### config.mk
export PLATFORM = sky130hd
export DESIGN_NAME = prxm_rx_mux
export DESIGN_NICKNAME = d
export VERILOG_FILES = /design/src/rtl/prxm_rx_mux.v /design/src/rtl/prxm_sync.v
export VERILOG_INCLUDE_DIRS = /design/src /design/src/rtl
export SDC_FILE = /design/constraint.sdc
export NUM_CORES = 1
export LEC_CHECK = 0
export BUFFER_PORTS_ARGS = -buffer_cell sky130_fd_sc_hd__buf_2
export CORE_MARGIN = 2
export CORE_UTILIZATION = 58
export DETAILED_ROUTE_END_ITERATION = 16
export PLACE_DENSITY = 0.83
export SLEW_MARGIN = 40
export SYNTH_ARGS = -nofsm -noshare
export SYNTH_HDL_FRONTEND = slang
export SYNTH_SLANG_ARGS = --single-unit
### constraint.sdc
create_clock -name clk_sys_i -period 2.9 [get_ports clk_sys_i]
set_input_delay 0.29 -clock clk_sys_i [delete_from_list [all_inputs] [get_ports clk_sys_i]]
set_output_delay 0.29 -clock clk_sys_i [all_outputs]
set_load 0.01 [all_outputs]
### src/rtl/prxm_defs.vh
// Constants of the receive-side media-independent output multiplexer
// Functional notes
// - RMII: drive active-high receive error, changing on the reference clock
// - MII and GMII: drive active-high receive error on the receive clock
// - RGMII: control pin carries valid and valid-xor-error; error pin held low
// - RMII: control pin carries combined carrier sense and data valid
// - MII: assert data valid on receive clock while four lanes carry frame
// - GMII: assert data valid on receive clock while eight lanes carry frame
// - GMII: eight data lanes, lane n carries bit n, on receive clock
// - MII: four data lanes on receive clock, lanes 4 to 7 low
// - RGMII: four data lanes on receive clock, lanes 4 to 7 low
// - Any pin without function in the current mode is driven low
// - SGMII: all parallel receive outputs driven low
// - RMII: only lanes 0 and 1 used on reference clock, others low
`ifndef PRXM_DEFS_VH
`define PRXM_DEFS_VH

// Interface mode codes on mode_i
`define PRXM_MODE_W 3
`define PRXM_MODE_GMII 3'h0
`define PRXM_MODE_MII 3'h1
`define PRXM_MODE_RGMII 3'h2
`define PRXM_MODE_RMII 3'h3
`define PRXM_MODE_SGMII 3'h4

// Phase counter: rising receive clock edges per source byte, minus one
`define PRXM_PHASE_W 2
`define PRXM_PHASE_RST 2'h0
`define PRXM_LAST_GMII 2'h0
`define PRXM_LAST_MII 2'h1
`define PRXM_LAST_RGMII 2'h0
`define PRXM_LAST_RMII 2'h3

// Field positions inside a source byte
`define PRXM_LO_NIB 3:0
`define PRXM_HI_NIB 7:4

// Reset values of the pin registers
`define PRXM_RXD_RST 8'h00
`define PRXM_BIT_RST 1'b0
`define PRXM_NIB_ZERO 4'h0
`define PRXM_DIBIT_ZERO 6'h00

// Lanes that carry data in each parallel mode
`define PRXM_MASK_GMII 8'hff
`define PRXM_MASK_NIB 8'h0f
`define PRXM_MASK_DIBIT 8'h03

`endif

### src/rtl/prxm_rx_mux.v
// Receive output multiplexer toward the MAC for GMII, MII, RGMII, RMII and SGMII
`timescale 1ns/1ps
`default_nettype none
`include "prxm_defs.vh"

module prxm_rx_mux (
  // System clock and reset
  input wire clk_sys_i,
  input wire reset_n_i,
  // Mode and receive clock pin (RX_CLK, RXC or REFCLK)
  input wire [2:0] mode_i,
  input wire rx_link_clk_i,
  // Receive byte stream from the PHY data path
  input wire [7:0] rx_data_i,
  input wire rx_dv_i,
  input wire rx_er_i,
  input wire rx_crs_i,
  output reg rx_take_o,
  // Pins toward the MAC
  output reg [7:0] rxd_o,
  output reg rx_er_o,
  output reg rx_ctl_o
);

  // Pins are aligned to the sampled link clock, two to three system clocks late

  // Synchronised reset and link clock history
  wire rst_n;
  wire lclk_s;
  reg lclk_prev_q;
  reg [2:0] mode_q;

  // Byte slot state
  reg [1:0] phase_q;
  reg [1:0] phase_d;
  reg [7:0] byte_q;
  reg dv_q;
  reg er_q;
  reg take;

  // Next pin values
  reg [7:0] rxd_d;
  reg rx_er_d;
  reg rx_ctl_d;
  reg out_ev;
  wire [7:0] lane_en;
  wire [7:0] rxd_lane_d;

  // Edge and selection helpers
  wire rise;
  wire fall;
  wire mode_chg;
  wire [7:0] cur_data;
  wire cur_dv;
  wire cur_er;
  wire [1:0] cur_dibit;

  // Rising edges per source byte minus one in each mode; zero for modes with no parallel path
  function [1:0] last_phase;
    input [2:0] mode;
    begin
      case (mode)
        `PRXM_MODE_GMII: last_phase = `PRXM_LAST_GMII;
        `PRXM_MODE_MII: last_phase = `PRXM_LAST_MII;
        `PRXM_MODE_RGMII: last_phase = `PRXM_LAST_RGMII;
        `PRXM_MODE_RMII: last_phase = `PRXM_LAST_RMII;
        default: last_phase = `PRXM_PHASE_RST;
      endcase
    end
  endfunction

  // True for modes that carry data on the parallel pins
  function parallel_mode;
    input [2:0] mode;
    begin
      case (mode)
        `PRXM_MODE_GMII: parallel_mode = 1'b1;
        `PRXM_MODE_MII: parallel_mode = 1'b1;
        `PRXM_MODE_RGMII: parallel_mode = 1'b1;
        `PRXM_MODE_RMII: parallel_mode = 1'b1;
        default: parallel_mode = 1'b0;
      endcase
    end
  endfunction

  // Reset release through two flops
  prxm_sync u_rst_sync (
    .clk_i(clk_sys_i),
    .rst_n_i(reset_n_i),
    .d_i(1'b1),
    .q_o(rst_n)
  );

  // The receive clock pin is sampled, never used as a clock
  prxm_sync u_lclk_sync (
    .clk_i(clk_sys_i),
    .rst_n_i(rst_n),
    .d_i(rx_link_clk_i),
    .q_o(lclk_s)
  );

  assign rise = lclk_s & ~lclk_prev_q;
  assign fall = ~lclk_s & lclk_prev_q;
  assign mode_chg = (mode_i != mode_q);

  // A new byte is taken at the first edge of its slot; the held byte serves the rest
  assign cur_data = take ? rx_data_i : byte_q;
  assign cur_dv = take ? rx_dv_i : dv_q;
  assign cur_er = take ? rx_er_i : er_q;
  assign cur_dibit = cur_data[{phase_q, 1'b0} +: 2];

  always @* begin
    take = rise & ~mode_chg & parallel_mode(mode_q) & (phase_q == `PRXM_PHASE_RST);
    if (phase_q == last_phase(mode_q)) begin
      phase_d = `PRXM_PHASE_RST;
    end else begin
      phase_d = phase_q + 2'h1;
    end
  end

  // Next lane values; every lane without a function in the mode stays low
  always @* begin
    rxd_d = `PRXM_RXD_RST;
    case (mode_q)
      `PRXM_MODE_GMII: begin
        rxd_d = cur_data;
      end
      `PRXM_MODE_MII: begin
        // low nibble first, upper lanes low
        if (phase_q == `PRXM_PHASE_RST) begin
          rxd_d = {`PRXM_NIB_ZERO, cur_data[`PRXM_LO_NIB]};
        end else begin
          rxd_d = {`PRXM_NIB_ZERO, cur_data[`PRXM_HI_NIB]};
        end
      end
      `PRXM_MODE_RGMII: begin
        // four lanes, both edges, upper lanes low
        if (rise) begin
          rxd_d = {`PRXM_NIB_ZERO, cur_data[`PRXM_LO_NIB]};
        end else begin
          rxd_d = {`PRXM_NIB_ZERO, byte_q[`PRXM_HI_NIB]};
        end
      end
      `PRXM_MODE_RMII: begin
        // dibits low first, lanes 2 to 7 low
        rxd_d = {`PRXM_DIBIT_ZERO, cur_dibit};
      end
      default: begin
        // serial mode leaves all lanes low
        rxd_d = `PRXM_RXD_RST;
      end
    endcase
  end

  // Next error and control values, and the link edges that update the pins
  always @* begin
    out_ev = 1'b0;
    rx_er_d = `PRXM_BIT_RST;
    rx_ctl_d = `PRXM_BIT_RST;
    case (mode_q)
      `PRXM_MODE_GMII: begin
        out_ev = rise;
        rx_er_d = cur_er;
        rx_ctl_d = cur_dv;
      end
      `PRXM_MODE_MII: begin
        out_ev = rise;
        rx_er_d = cur_er;
        rx_ctl_d = cur_dv;
      end
      `PRXM_MODE_RGMII: begin
        out_ev = rise | fall;
        // valid on rising, valid xor error on falling, error pin low
        if (rise) begin
          rx_ctl_d = cur_dv;
        end else begin
          rx_ctl_d = dv_q ^ er_q;
        end
      end
      `PRXM_MODE_RMII: begin
        out_ev = rise;
        rx_er_d = cur_er;
        // carrier while present, then valid only on the second dibit of each nibble
        rx_ctl_d = rx_crs_i | (cur_dv & phase_q[0]);
      end
      default: begin
        // serial mode leaves both pins low
        out_ev = rise | fall;
      end
    endcase
  end

  // Lanes that carry data in each mode
  function [7:0] lane_mask;
    input [2:0] mode;
    begin
      case (mode)
        `PRXM_MODE_GMII: lane_mask = `PRXM_MASK_GMII;
        `PRXM_MODE_MII: lane_mask = `PRXM_MASK_NIB;
        `PRXM_MODE_RGMII: lane_mask = `PRXM_MASK_NIB;
        `PRXM_MODE_RMII: lane_mask = `PRXM_MASK_DIBIT;
        default: lane_mask = `PRXM_RXD_RST;
      endcase
    end
  endfunction

  assign lane_en = lane_mask(mode_q);

  // lanes masked low
  // Second guard so a lane outside the mode can never be left high
  genvar lane;
  generate
    for (lane = 0; lane < 8; lane = lane + 1) begin : g_lane
      assign rxd_lane_d[lane] = rxd_d[lane] & lane_en[lane];
    end
  endgenerate

  // Link edge history, registered mode and the take strobe
  always @(posedge clk_sys_i or negedge rst_n) begin
    if (!rst_n) begin
      lclk_prev_q <= 1'b0;
      mode_q <= `PRXM_MODE_SGMII;
      rx_take_o <= 1'b0;
    end else begin
      lclk_prev_q <= lclk_s;
      mode_q <= mode_i;
      rx_take_o <= take;
    end
  end

  // Byte held for the later edges of its slot
  always @(posedge clk_sys_i or negedge rst_n) begin
    if (!rst_n) begin
      byte_q <= `PRXM_RXD_RST;
      dv_q <= `PRXM_BIT_RST;
      er_q <= `PRXM_BIT_RST;
    end else if (take) begin
      byte_q <= rx_data_i;
      dv_q <= rx_dv_i;
      er_q <= rx_er_i;
    end
  end

  // A mode switch restarts the byte slot
  always @(posedge clk_sys_i or negedge rst_n) begin
    if (!rst_n) begin
      phase_q <= `PRXM_PHASE_RST;
    end else if (mode_chg) begin
      phase_q <= `PRXM_PHASE_RST;
    end else if (rise) begin
      phase_q <= phase_d;
    end
  end

  // Lanes idle at once on a mode switch so no stale lane survives it
  always @(posedge clk_sys_i or negedge rst_n) begin
    if (!rst_n) begin
      rxd_o <= `PRXM_RXD_RST;
    end else if (mode_chg) begin
      rxd_o <= `PRXM_RXD_RST;
    end else if (out_ev) begin
      rxd_o <= rxd_lane_d;
    end
  end

  // Error and control pins follow the same update events as the lanes
  always @(posedge clk_sys_i or negedge rst_n) begin
    if (!rst_n) begin
      rx_er_o <= `PRXM_BIT_RST;
      rx_ctl_o <= `PRXM_BIT_RST;
    end else if (mode_chg) begin
      rx_er_o <= `PRXM_BIT_RST;
      rx_ctl_o <= `PRXM_BIT_RST;
    end else if (out_ev) begin
      rx_er_o <= rx_er_d;
      rx_ctl_o <= rx_ctl_d;
    end
  end

endmodule

`default_nettype wire

### src/rtl/prxm_sync.v
// Two-stage synchroniser with asynchronous clear
`timescale 1ns/1ps
`default_nettype none

module prxm_sync (
  // Clock and reset
  input wire clk_i,
  input wire rst_n_i,
  // Level in and synchronised level out
  input wire d_i,
  output wire q_o
);

  reg meta_q;
  reg sync_q;

  // The first stage feeds only the second stage
  always @(posedge clk_i or negedge rst_n_i) begin
    if (!rst_n_i) begin
      meta_q <= 1'b0;
      sync_q <= 1'b0;
    end else begin
      meta_q <= d_i;
      sync_q <= meta_q;
    end
  end

  assign q_o = sync_q;

endmodule

`default_nettype wire

-- Word level (Yosys, flattened, before mapping)
Index checks and enable logic that the tools add are counted.
- bits in registers: 31
- latch bits: 0
- memory bits (writable): 0
- bits in read-only memories: 0
- input port bits: 17
- output and inout port bits: 11
- memories: 0
- $add $sub $neg: 1
- multipliers: 0
- divide/modulo/power cells: 0
- order comparisons: 0
- equality and inequality tests: 5
- shift-type cells: 1
- mux-type cells: 22
- bitwise logic cells: 20
- reduce and logical (&&, ||, !) cells: 8
- operators by type and width (cell ; number):
    $pmux W8 S4 ; 1
    $mux W8 ; 3
    $pmux W8 S3 ; 1
    $and A1 B1 Y1 ; 14
    $mux W1 ; 10
    $mux W4 ; 2
    $shiftx A8 B4 Y2 ; 1
    $eq A3 B2 Y1 const B ; 2
    $mux W2 ; 3
    $pmux W2 S2 ; 1
    $reduce_bool A2 Y1 ; 2
    $reduce_or A2 Y1 ; 2
    $reduce_or A4 Y1 ; 1
    $eq A3 B1 Y1 const B ; 1
    $logic_not A3 Y1 ; 1
    $ne A3 B3 Y1 ; 1
    $not A1 Y1 ; 3
    $pmux W1 S3 ; 1
    $reduce_or A3 Y1 ; 1
    $add A2 B1 Y2 const B ; 1
    $eq A2 B2 Y1 ; 1
    $logic_not A2 Y1 ; 1
    $or A1 B1 Y1 ; 2
    $xor A1 B1 Y1 ; 1

-- Depth between registers and ports, before layout
Gate-level depths: netlist of run 1.
- depth after elaboration: 11
- mapped depth: 9
- depth with buffers taken out: 7

-- Hierarchy
From an unflattened synthesis of run 1, not the netlist that was laid out.
- cells, all modules: 143
- area, all modules: 1546.5 um2
- modules (own cells, without submodules) (module ; instances ; cells each ; area each (um2)):
    prxm_rx_mux ; 1 ; 139 ; 1446.4
    prxm_sync ; 2 ; 2 ; 50.0

-- Worst setup path before layout of run 1
Ideal clock, no wire load.
- path kind: register to register
- start point: register phase_q[1]
- end point: register rxd_o[1]
- data arrival time: 2354 ps
- setup slack: 423 ps
- stages on the path, launching flop included: 10
- clock period less this slack: 2477 ps
- path through: dfrtp_1 clkbuf_1 inv_1 ha_1 nand2_2 or4b_4 buf_6 mux2_4 a2bb2oi_1 a211o_1
- cells in the longest elaborated chain, start to end: 8
- elaborated cells between the ends (all ways): 10
- ends and longest elaborated chain (item ; line ; text):
    from (decl) ; prxm_rx_mux.v:34 ; reg [1:0] phase_q;
    from (signal assigned) ; prxm_rx_mux.v:247 ; phase_q <= `PRXM_PHASE_RST;
    from (signal assigned) ; prxm_rx_mux.v:249 ; phase_q <= `PRXM_PHASE_RST;
    from (signal assigned) ; prxm_rx_mux.v:251 ; phase_q <= phase_d;
    $logic_not A2 Y1 (no line) (*) ; n/a ;
    $and A1 B1 Y1 (*) ; prxm_rx_mux.v:113 ; take = rise & ~mode_chg & parallel_mode(mode_q) & (phase_q == `PRXM_PHASE_RST);
    $mux W8 (*) ; n/a ;
    via cur_data[1] ; prxm_rx_mux.v:53 ; wire [7:0] cur_data;
    $shiftx A8 B4 Y2, or another cell as far along ; prxm_rx_mux.v:110 ; assign cur_dibit = cur_data[{phase_q, 1'b0} +: 2];
    $pmux W8 S4 (*) ; prxm_rx_mux.v:124 ; case (mode_q)
    $and A1 B1 Y1 (*) ; prxm_rx_mux.v:214 ; assign rxd_lane_d[lane] = rxd_d[lane] & lane_en[lane];
    $mux W8 (*) ; prxm_rx_mux.v:261 ; end else if (out_ev) begin
    $mux W8 (*) ; prxm_rx_mux.v:259 ; end else if (mode_chg) begin
    to (signal assigned) ; prxm_rx_mux.v:258 ; rxd_o <= `PRXM_RXD_RST;
    to (signal assigned) ; prxm_rx_mux.v:260 ; rxd_o <= `PRXM_RXD_RST;
    to (signal assigned) ; prxm_rx_mux.v:262 ; rxd_o <= rxd_lane_d;
    to (decl) ; prxm_rx_mux.v:20 ; output reg [7:0] rxd_o,
Mark *: on every way through the listed nets, which the timed path passes. The rest lies on a longest branch. The select of a mux whose other input is x is not followed.
A chain may end at the register's enable or synchronous reset.

-- Worst setup path in the final report of run 1
- start point: register phase_q[0]
- end point: register rxd_o[1]
Same word-level chain as after synthesis.

==> results of run 1 <==
==> synth_stat cells, drive strengths merged (4+ instances only) <==
master	count
mux2i	5
nor2	5
nand3	6
mux2	12
clkbuf	5
nand2	16
nand2b	5
a32o	5
a21oi	5
inv	5
dfrtp	30
xor2	4
==> through the flow <==
stage               utilization [%]  cell area, um2  std cells
finish                         71.6            1790        201
global route                   71.6            1790        201
CTS                            71.3            1780        201
detailed placement             67.5            1690        192
global placement               67.4            1690        192
floorplan                         -            1540        140
==> kinds of logic (layout without fill, tap and decap cells) <==
logic type / count (synthesis) / in the layout / share of synthesized area [%]
adders and majority gates: 2 / 2 / 1.63
and+or+nand+nor: 43 / 43 / 14.3
xor gates and xnor gates: 5 / 5 / 2.85
DFF: 31 / 31 / 50.6
buffers and inverters: 11 / 42 / 3.18
muxes: 17 / 17 / 12.3
other: 1 / 1 / 0.244
AOI/OAI and AO/OA: 30 / 30 / 14.9
==> cell usage in the layout, fill, tap and decap left out, types with 2 or more instances in the layout <==
| cell type | n |
|---|---|
| a22oi_1 | 3 |
| a21oi_1 | 5 |
| ha_1 | 2 |
| o2111ai_1 | 3 |
| nor2_1 | 5 |
| or3_1 | 2 |
| nand2b_1 | 5 |
| dfrtp_1 | 29 |
| mux2_2 | 11 |
| nand2_1 | 15 |
| xor2_1 | 4 |
| inv_1 | 5 |
| a2bb2oi_1 | 2 |
| clkbuf_4 | 5 |
| a22o_1 | 2 |
| nor3_1 | 2 |
| buf_2 | 27 |
| o22ai_1 | 2 |
| nand3_1 | 6 |
| a32o_1 | 5 |
| mux2i_1 | 5 |
| o221ai_1 | 2 |
| o21ai_0 | 3 |
| a211o_1 | 2 |
| nor2b_1 | 3 |
==> area by class of cell <==
class / count / area share, %
clock inverters: 2 / 1.96
clock buffers: 6 / 2.87
inverters: 5 / 1.05
repair buffers: 29 / 8.53
well taps: 30 / 2.10
multi-input cells: 98 / 40.0
flip-flops and latches: 31 / 43.5
==> routing by layer <==
layer	up-vias	global-route usage [%]	part of all wire, %
met5	-	0	0
met1	594	31.9	48
li1	575	-	-
met2	44	34.5	46
met3	5	8.43	5.5
met4	0	10.1	1.3
==> registers in the layout, summed over array words and instances, names as in the netlist <==
signal              cells
rx_ctl_o                1
rx_er_o                 1
byte_q                  8
u_rst_sync.meta_q       1
er_q                    1
phase_q                 2
u_lclk_sync.meta_q      1
dv_q                    1
rxd_o                   8
last_phase.mode         3
rx_take_o               1
u_lclk_sync.q_o         1
u_rst_sync.q_o          1
lclk_prev_q             1
==> report_power, final <==
part           internal [uW]  switching [uW]
registers                475            41.4
logic                   74.4            66.7
clock network            204             150
total                    753             258
==> how the worst max path moves through the flow <==
| stage | from | endpoint | depth (start not counted) |
|---|---|---|---|
| after floorplan | phase_q[1] | rxd_o[1] | 9 |
| after global placement | phase_q[1] | rxd_o[1] | 7 |
| after detailed placement | phase_q[0] | rxd_o[1] | 7 |
| after CTS | phase_q[0] | rxd_o[1] | 7 |
| after global routing | phase_q[0] | rxd_o[1] | 7 |
| final | phase_q[0] | rxd_o[1] | 7 |
==> what timing repair did <==
action | CTS | global route
endpoints found under the setup margin | 0 | 0
hold endpoints to repair | 2 | 0
hold buffers | 1 | 0
==> results.yml, run 1 <==
outcome:
  status: "completed"
hold_path:
  worstHoldPathType: "primary input to register"
  timing.hold.worst_endpoint: "u_lclk_sync.meta_q"
  hold_path_depth: 1
  hold_start: "rx_link_clk_i"
floorplanning:
  boundaryPins: 28
  die_area_um2: 3070
  die_w_um: 55.5
  rows: 18
  die_y_um: 55.5
  core_um2: 2500
  initial_core_util_pct: 61.4
timing:
  worst_slew_pin_slew_ns: 0.732
  rsz0062_at_grt: "false"
  relSlewSlack_pct: 51.2
  report.final.slew_viol_count: 0
  fin_skew_ns: 0.0137
  post-route-min-period_ns: 2.59
  min_period_over_period_pct: 89.4
  timing.final.hold_violations: 0
  max_freq_mhz: 386
  setup_ws_ns: 0.309
  setup_viol: 0
  hold_slack_ns: 0.0575
  setup-tns-final_ns: 0
final_layout:
  area_growth_pct: 16.5
  multi_input_area_um2: 716
  num_antenna_cells: 0
  final_nets: 189
  fillerInstances: 192
  drive_above_1_share_pct: 31.0
  regArea_um2: 778
synth:
  synth-seq-cells: 31
  syn-num-nets: 159
  synth_edf_count: 0
  syn_area_per_cell_um2: 11.0
  synth_warnings: 0
  async_flop_share_pct: 100
  yosys.area.top_type: "dfrtp_1"
  seq_area_frac_synth_pct: 50.6
  synth_top_area_share_pct: 48.9
  synth_cell_types: 35
  synth-main-ff-cell: "dfrtp_1"
  syn_inst: 140
  syn_area_um2: 1540
  synth.area.top_cells: "dfrtp_1, mux2_2, nand2_1"
placed_design:
  port_buffers: 27
  pre_cts_ws_ns: 0.368
  gp_congestion: 0.915
  dp_hpwl_mm: 2.40
power:
  power_leakage_uw: 0.000870
  ir_worst_vdd_uv: 525
  power-per-cell-area_nw_per_um2: 565
  power_uw: 1010
clock_tree:
  path_clk_slew_ns: 0.10
  cts_max_level: 2
  post_cts_resize_count: 0
  clk_latency_ns: 0.35
  cts_tree: "done"
  postCtsSetupBuffers: 0
  numClockSinks: 31
  cts-buffers-inserted: 5
  cts_root_buf: "clkbuf_4"
  clockBufferDepth: 2
critical_path:
  slowest_delay_ns: 0.62
  start_kind: "register"
  r2r_cells: 7
  crit_path_end_kind: "register"
  cp_slowest_cell: "or4b_4"
  arrival_ns: 2.82
  cp_num_buf_inv: 1
  r2r_end: "rxd_o[1]"
  crit_chain: "inv_1 -> ha_1 -> nand2_2 -> or4b_4 -> mux2_4 -> a2bb2oi_1 -> a211o_1"
  r2r_start: "phase_q[0]"
  path_class: "register to register"
  critPathMaxFanout: 11
  required_ns: 3.13
  critical-path-top-delay-family: "simple AND/OR/NAND/NOR gates"
  regToRegSetupSlack_ns: 0.31
drt:
  drtPass1Iterations: 5
  drt_iter0_drc: 38
  drc: 0
  routedWlPerCell_um: 16.3
  dr_total_vias: 1218
  finalWirelength_mm: 3.29
  vias_per_cell: 6.06
  antenna_left: 0
global_route:
  first_global_vias: 1213
  grt_usage_pct: 23.7
  grt_pass1_wl_mm: 5.60
  overflow: 0
  grt_max_degree: 30
  antenna_found_initial: 0
run:
  max-cap-violations: 0
(Power assumes the default switching activity.)
==> run 2: changes to the inputs <==
SYNTH_HIERARCHICAL = 1   (was not set)
==> run 2 against run 1 <==
Flip-flop and latch count is the same. Utilization shrank 0.45 points. Setup slack gained 0.28 ns. Routed wire length grew 3.9%. Critical path type unchanged. Count of clock-buffer cells in the layout is the same. Register-to-register slack gained 0.28 ns. Global-route usage grew 1.7 points. Hold slack gained 0.0038 ns. Die area grew 0.67%. Combinational power grew 7%. Non-clock buffer count shrank 1.
==> results.yml, run 2 <==
outcome:
  status: "completed"
synth:
  syn_inst: 143
  synth_edf_count: 0
  synth.area.top_cells: "dfrtp_1, nand2_1, mux2i_1"
  async_flop_share_pct: 100
  synth_top_area_share_pct: 48.5
  synth_cell_types: 41
  syn-num-nets: 162
  synthTopCellsByCount: "dfrtp_1, nand2_1, inv_1"
  syn_area_um2: 1550
  syn_area_per_cell_um2: 10.8
  synth-main-ff-cell: "dfrtp_1"
  synth-seq-cells: 31
  synth_warnings: 6
  synth_most_common_cell: "dfrtp_1"
  yosys.area.top_type: "dfrtp_1"
  seq_area_frac_synth_pct: 50.2
clock_tree:
  clk_latency_ns: 0.34
  cts-buffers-inserted: 5
  post_cts_resize_count: 0
  cts_max_level: 2
  numClockSinks: 31
  clockBufferDepth: 2
  path_clk_slew_ns: 0.10
  cts_root_buf: "clkbuf_4"
  cts_tree: "done"
final_layout:
  drive_above_1_share_pct: 27.0
  fillerInstances: 176
  area_growth_pct: 15.0
  final_common_cell: "dfrtp_1"
  layout_common_cells: "dfrtp_1, buf_2, nand2_1"
  num_antenna_cells: 0
  final_area_um2: 1780
  regArea_um2: 778
  final_nets: 192
  finalNonFillerCells: 204
  multi_input_area_um2: 674
power:
  power_uw: 1020
  power_leakage_uw: 0.000910
  power_frac_seq_pct: 50.5
  ir_worst_vdd_uv: 518
  power-per-cell-area_nw_per_um2: 575
  p_sw_uw: 272
  pwr-share-comb_pct: 14.8
  swShare_pct: 26.6
  power.share.clock_pct: 34.7
  p_int_uw: 750
floorplanning:
  die_y_um: 55.6
  core_um2: 2500
  rows: 18
  die_area_um2: 3100
  initial_core_util_pct: 61.9
  boundaryPins: 28
  die_w_um: 55.6
critical_path:
  crit_path_end_kind: "register"
  path_class: "register to register"
  required_ns: 3.16
  critPathMaxFanout: 12
  r2r_cells: 7
  start_kind: "register"
  arrival_ns: 2.58
run:
  max-cap-violations: 0
timing:
  relSlewSlack_pct: 47.2
  rsz0062_at_grt: "false"
  min_period_over_period_pct: 79.9
  fin_skew_ns: 0.0163
  post-route-min-period_ns: 2.32
  report.final.slew_viol_count: 0
  timing.final.hold_violations: 0
  setup-tns-final_ns: 0
  setup_viol: 0
  setup_ws_ns: 0.584
  max_freq_mhz: 432
  worst_slew_pin_slew_ns: 0.793
drt:
  vias_per_cell: 5.85
  drt_iter0_drc: 44
  dr_total_vias: 1193
  drc: 0
  antenna_left: 0
  finalWirelength_mm: 3.41
  routedWlPerCell_um: 16.7
  drtPass1Iterations: 4
global_route:
  first_global_vias: 1245
  antenna_found_initial: 0
  grt_usage_pct: 25.4
  grt_pass1_wl_mm: 5.90
  grt_max_degree: 30
  overflow: 0
hold_path:
  worstHoldPathType: "primary input to register"
  hold_path_depth: 1
placed_design:
  placed_area_um2: 1680
  placedCellCount: 195
  gp_congestion: 0.918
  port_buffers: 27
  dp_hpwl_mm: 2.55
  pre_cts_ws_ns: 0.590
-- run 2: kinds of logic (layout without fill, tap and decap cells) --
logic type	Yosys count	count (layout)	synth area share (%)
AO/OA/AOI/OAI	29	29	13.2
XOR/XNOR	4	4	3.24
adder cells (fa/ha/maj)	2	2	1.62
buffers and inverters	20	51	6.15
flip-flops	31	31	50.2
multiplexers	13	13	10.7
other	1	1	0.242
AND/OR/NAND/NOR	43	43	14.6
-- run 2: power groups by stage --
| stage | registers [uW] | clock network, uW | logic [uW] |
|---|---|---|---|
| final | 516 | 355 | 151 |
| after global routing | 523 | 385 | 168 |
| after CTS | 516 | 363 | 149 |
| after detailed placement | 524 | 0 | 147 |
| after global placement | 522 | 0 | 141 |
| after floorplan | 507 | 0 | 114 |
-- run 2: worst paths after layout --
path,startpoint,end,slack [ns]
worst max register to register,phase_q[0],rxd_o[0],0.58
max in group asynchronous,u_rst_sync/q_o,u_lclk_sync/meta_q,2.19
worst min register to register,u_rst_sync/q_o,byte_q[4],0.28
min in group asynchronous,reset_n_i,u_rst_sync/meta_q,0.25
worst min-delay path,mode_i[2],last_phase.mode[2],0.06
worst max-delay path,phase_q[0],rxd_o[0],0.58
-- run 2: metal layers --
| layer | track usage (%) | wire length [um] |
|---|---|---|
| met1 | 33.4 | 1480 |
| met2 | 37.6 | 1580 |
| met3 | 8.37 | 267 |
| met4 | 12.9 | 95 |
| met5 | 0 | 0 |
-- run 2: final cells by class --
| type | instances | share of cell area [%] |
|---|---|---|
| flip-flops and latches | 31 | 43.8 |
| multi-input cells | 92 | 37.9 |
| repair buffers | 28 | 8.16 |
| inverters | 15 | 3.17 |
| clock buffers | 6 | 2.89 |
| well taps | 30 | 2.11 |
| clock inverters | 2 | 1.97 |
-- run 2: stage by stage --
stage	hold WS [ns]	utilization, %
floorplan	-0.00559	-
global placement	0.0738	67.2
detailed placement	0.0767	67.3
CTS	0.0504	71.1
global route	0.0414	71.1
finish	0.0613	71.1
-- run 2: repair_timing --
action	in CTS	in global routing
setup buffers	0	0
hold buffers	1	0
endpoints found under the hold margin	2	0
-- run 2: critical path: stages, from the launching register on --
cell	delay, ns
dfrtp_1	0.46
inv_1	0.16
ha_1	0.26
nand2_1	0.13
nand4b_4	0.36
mux2i_1	0.23
mux4_2	0.48
o31ai_2	0.17
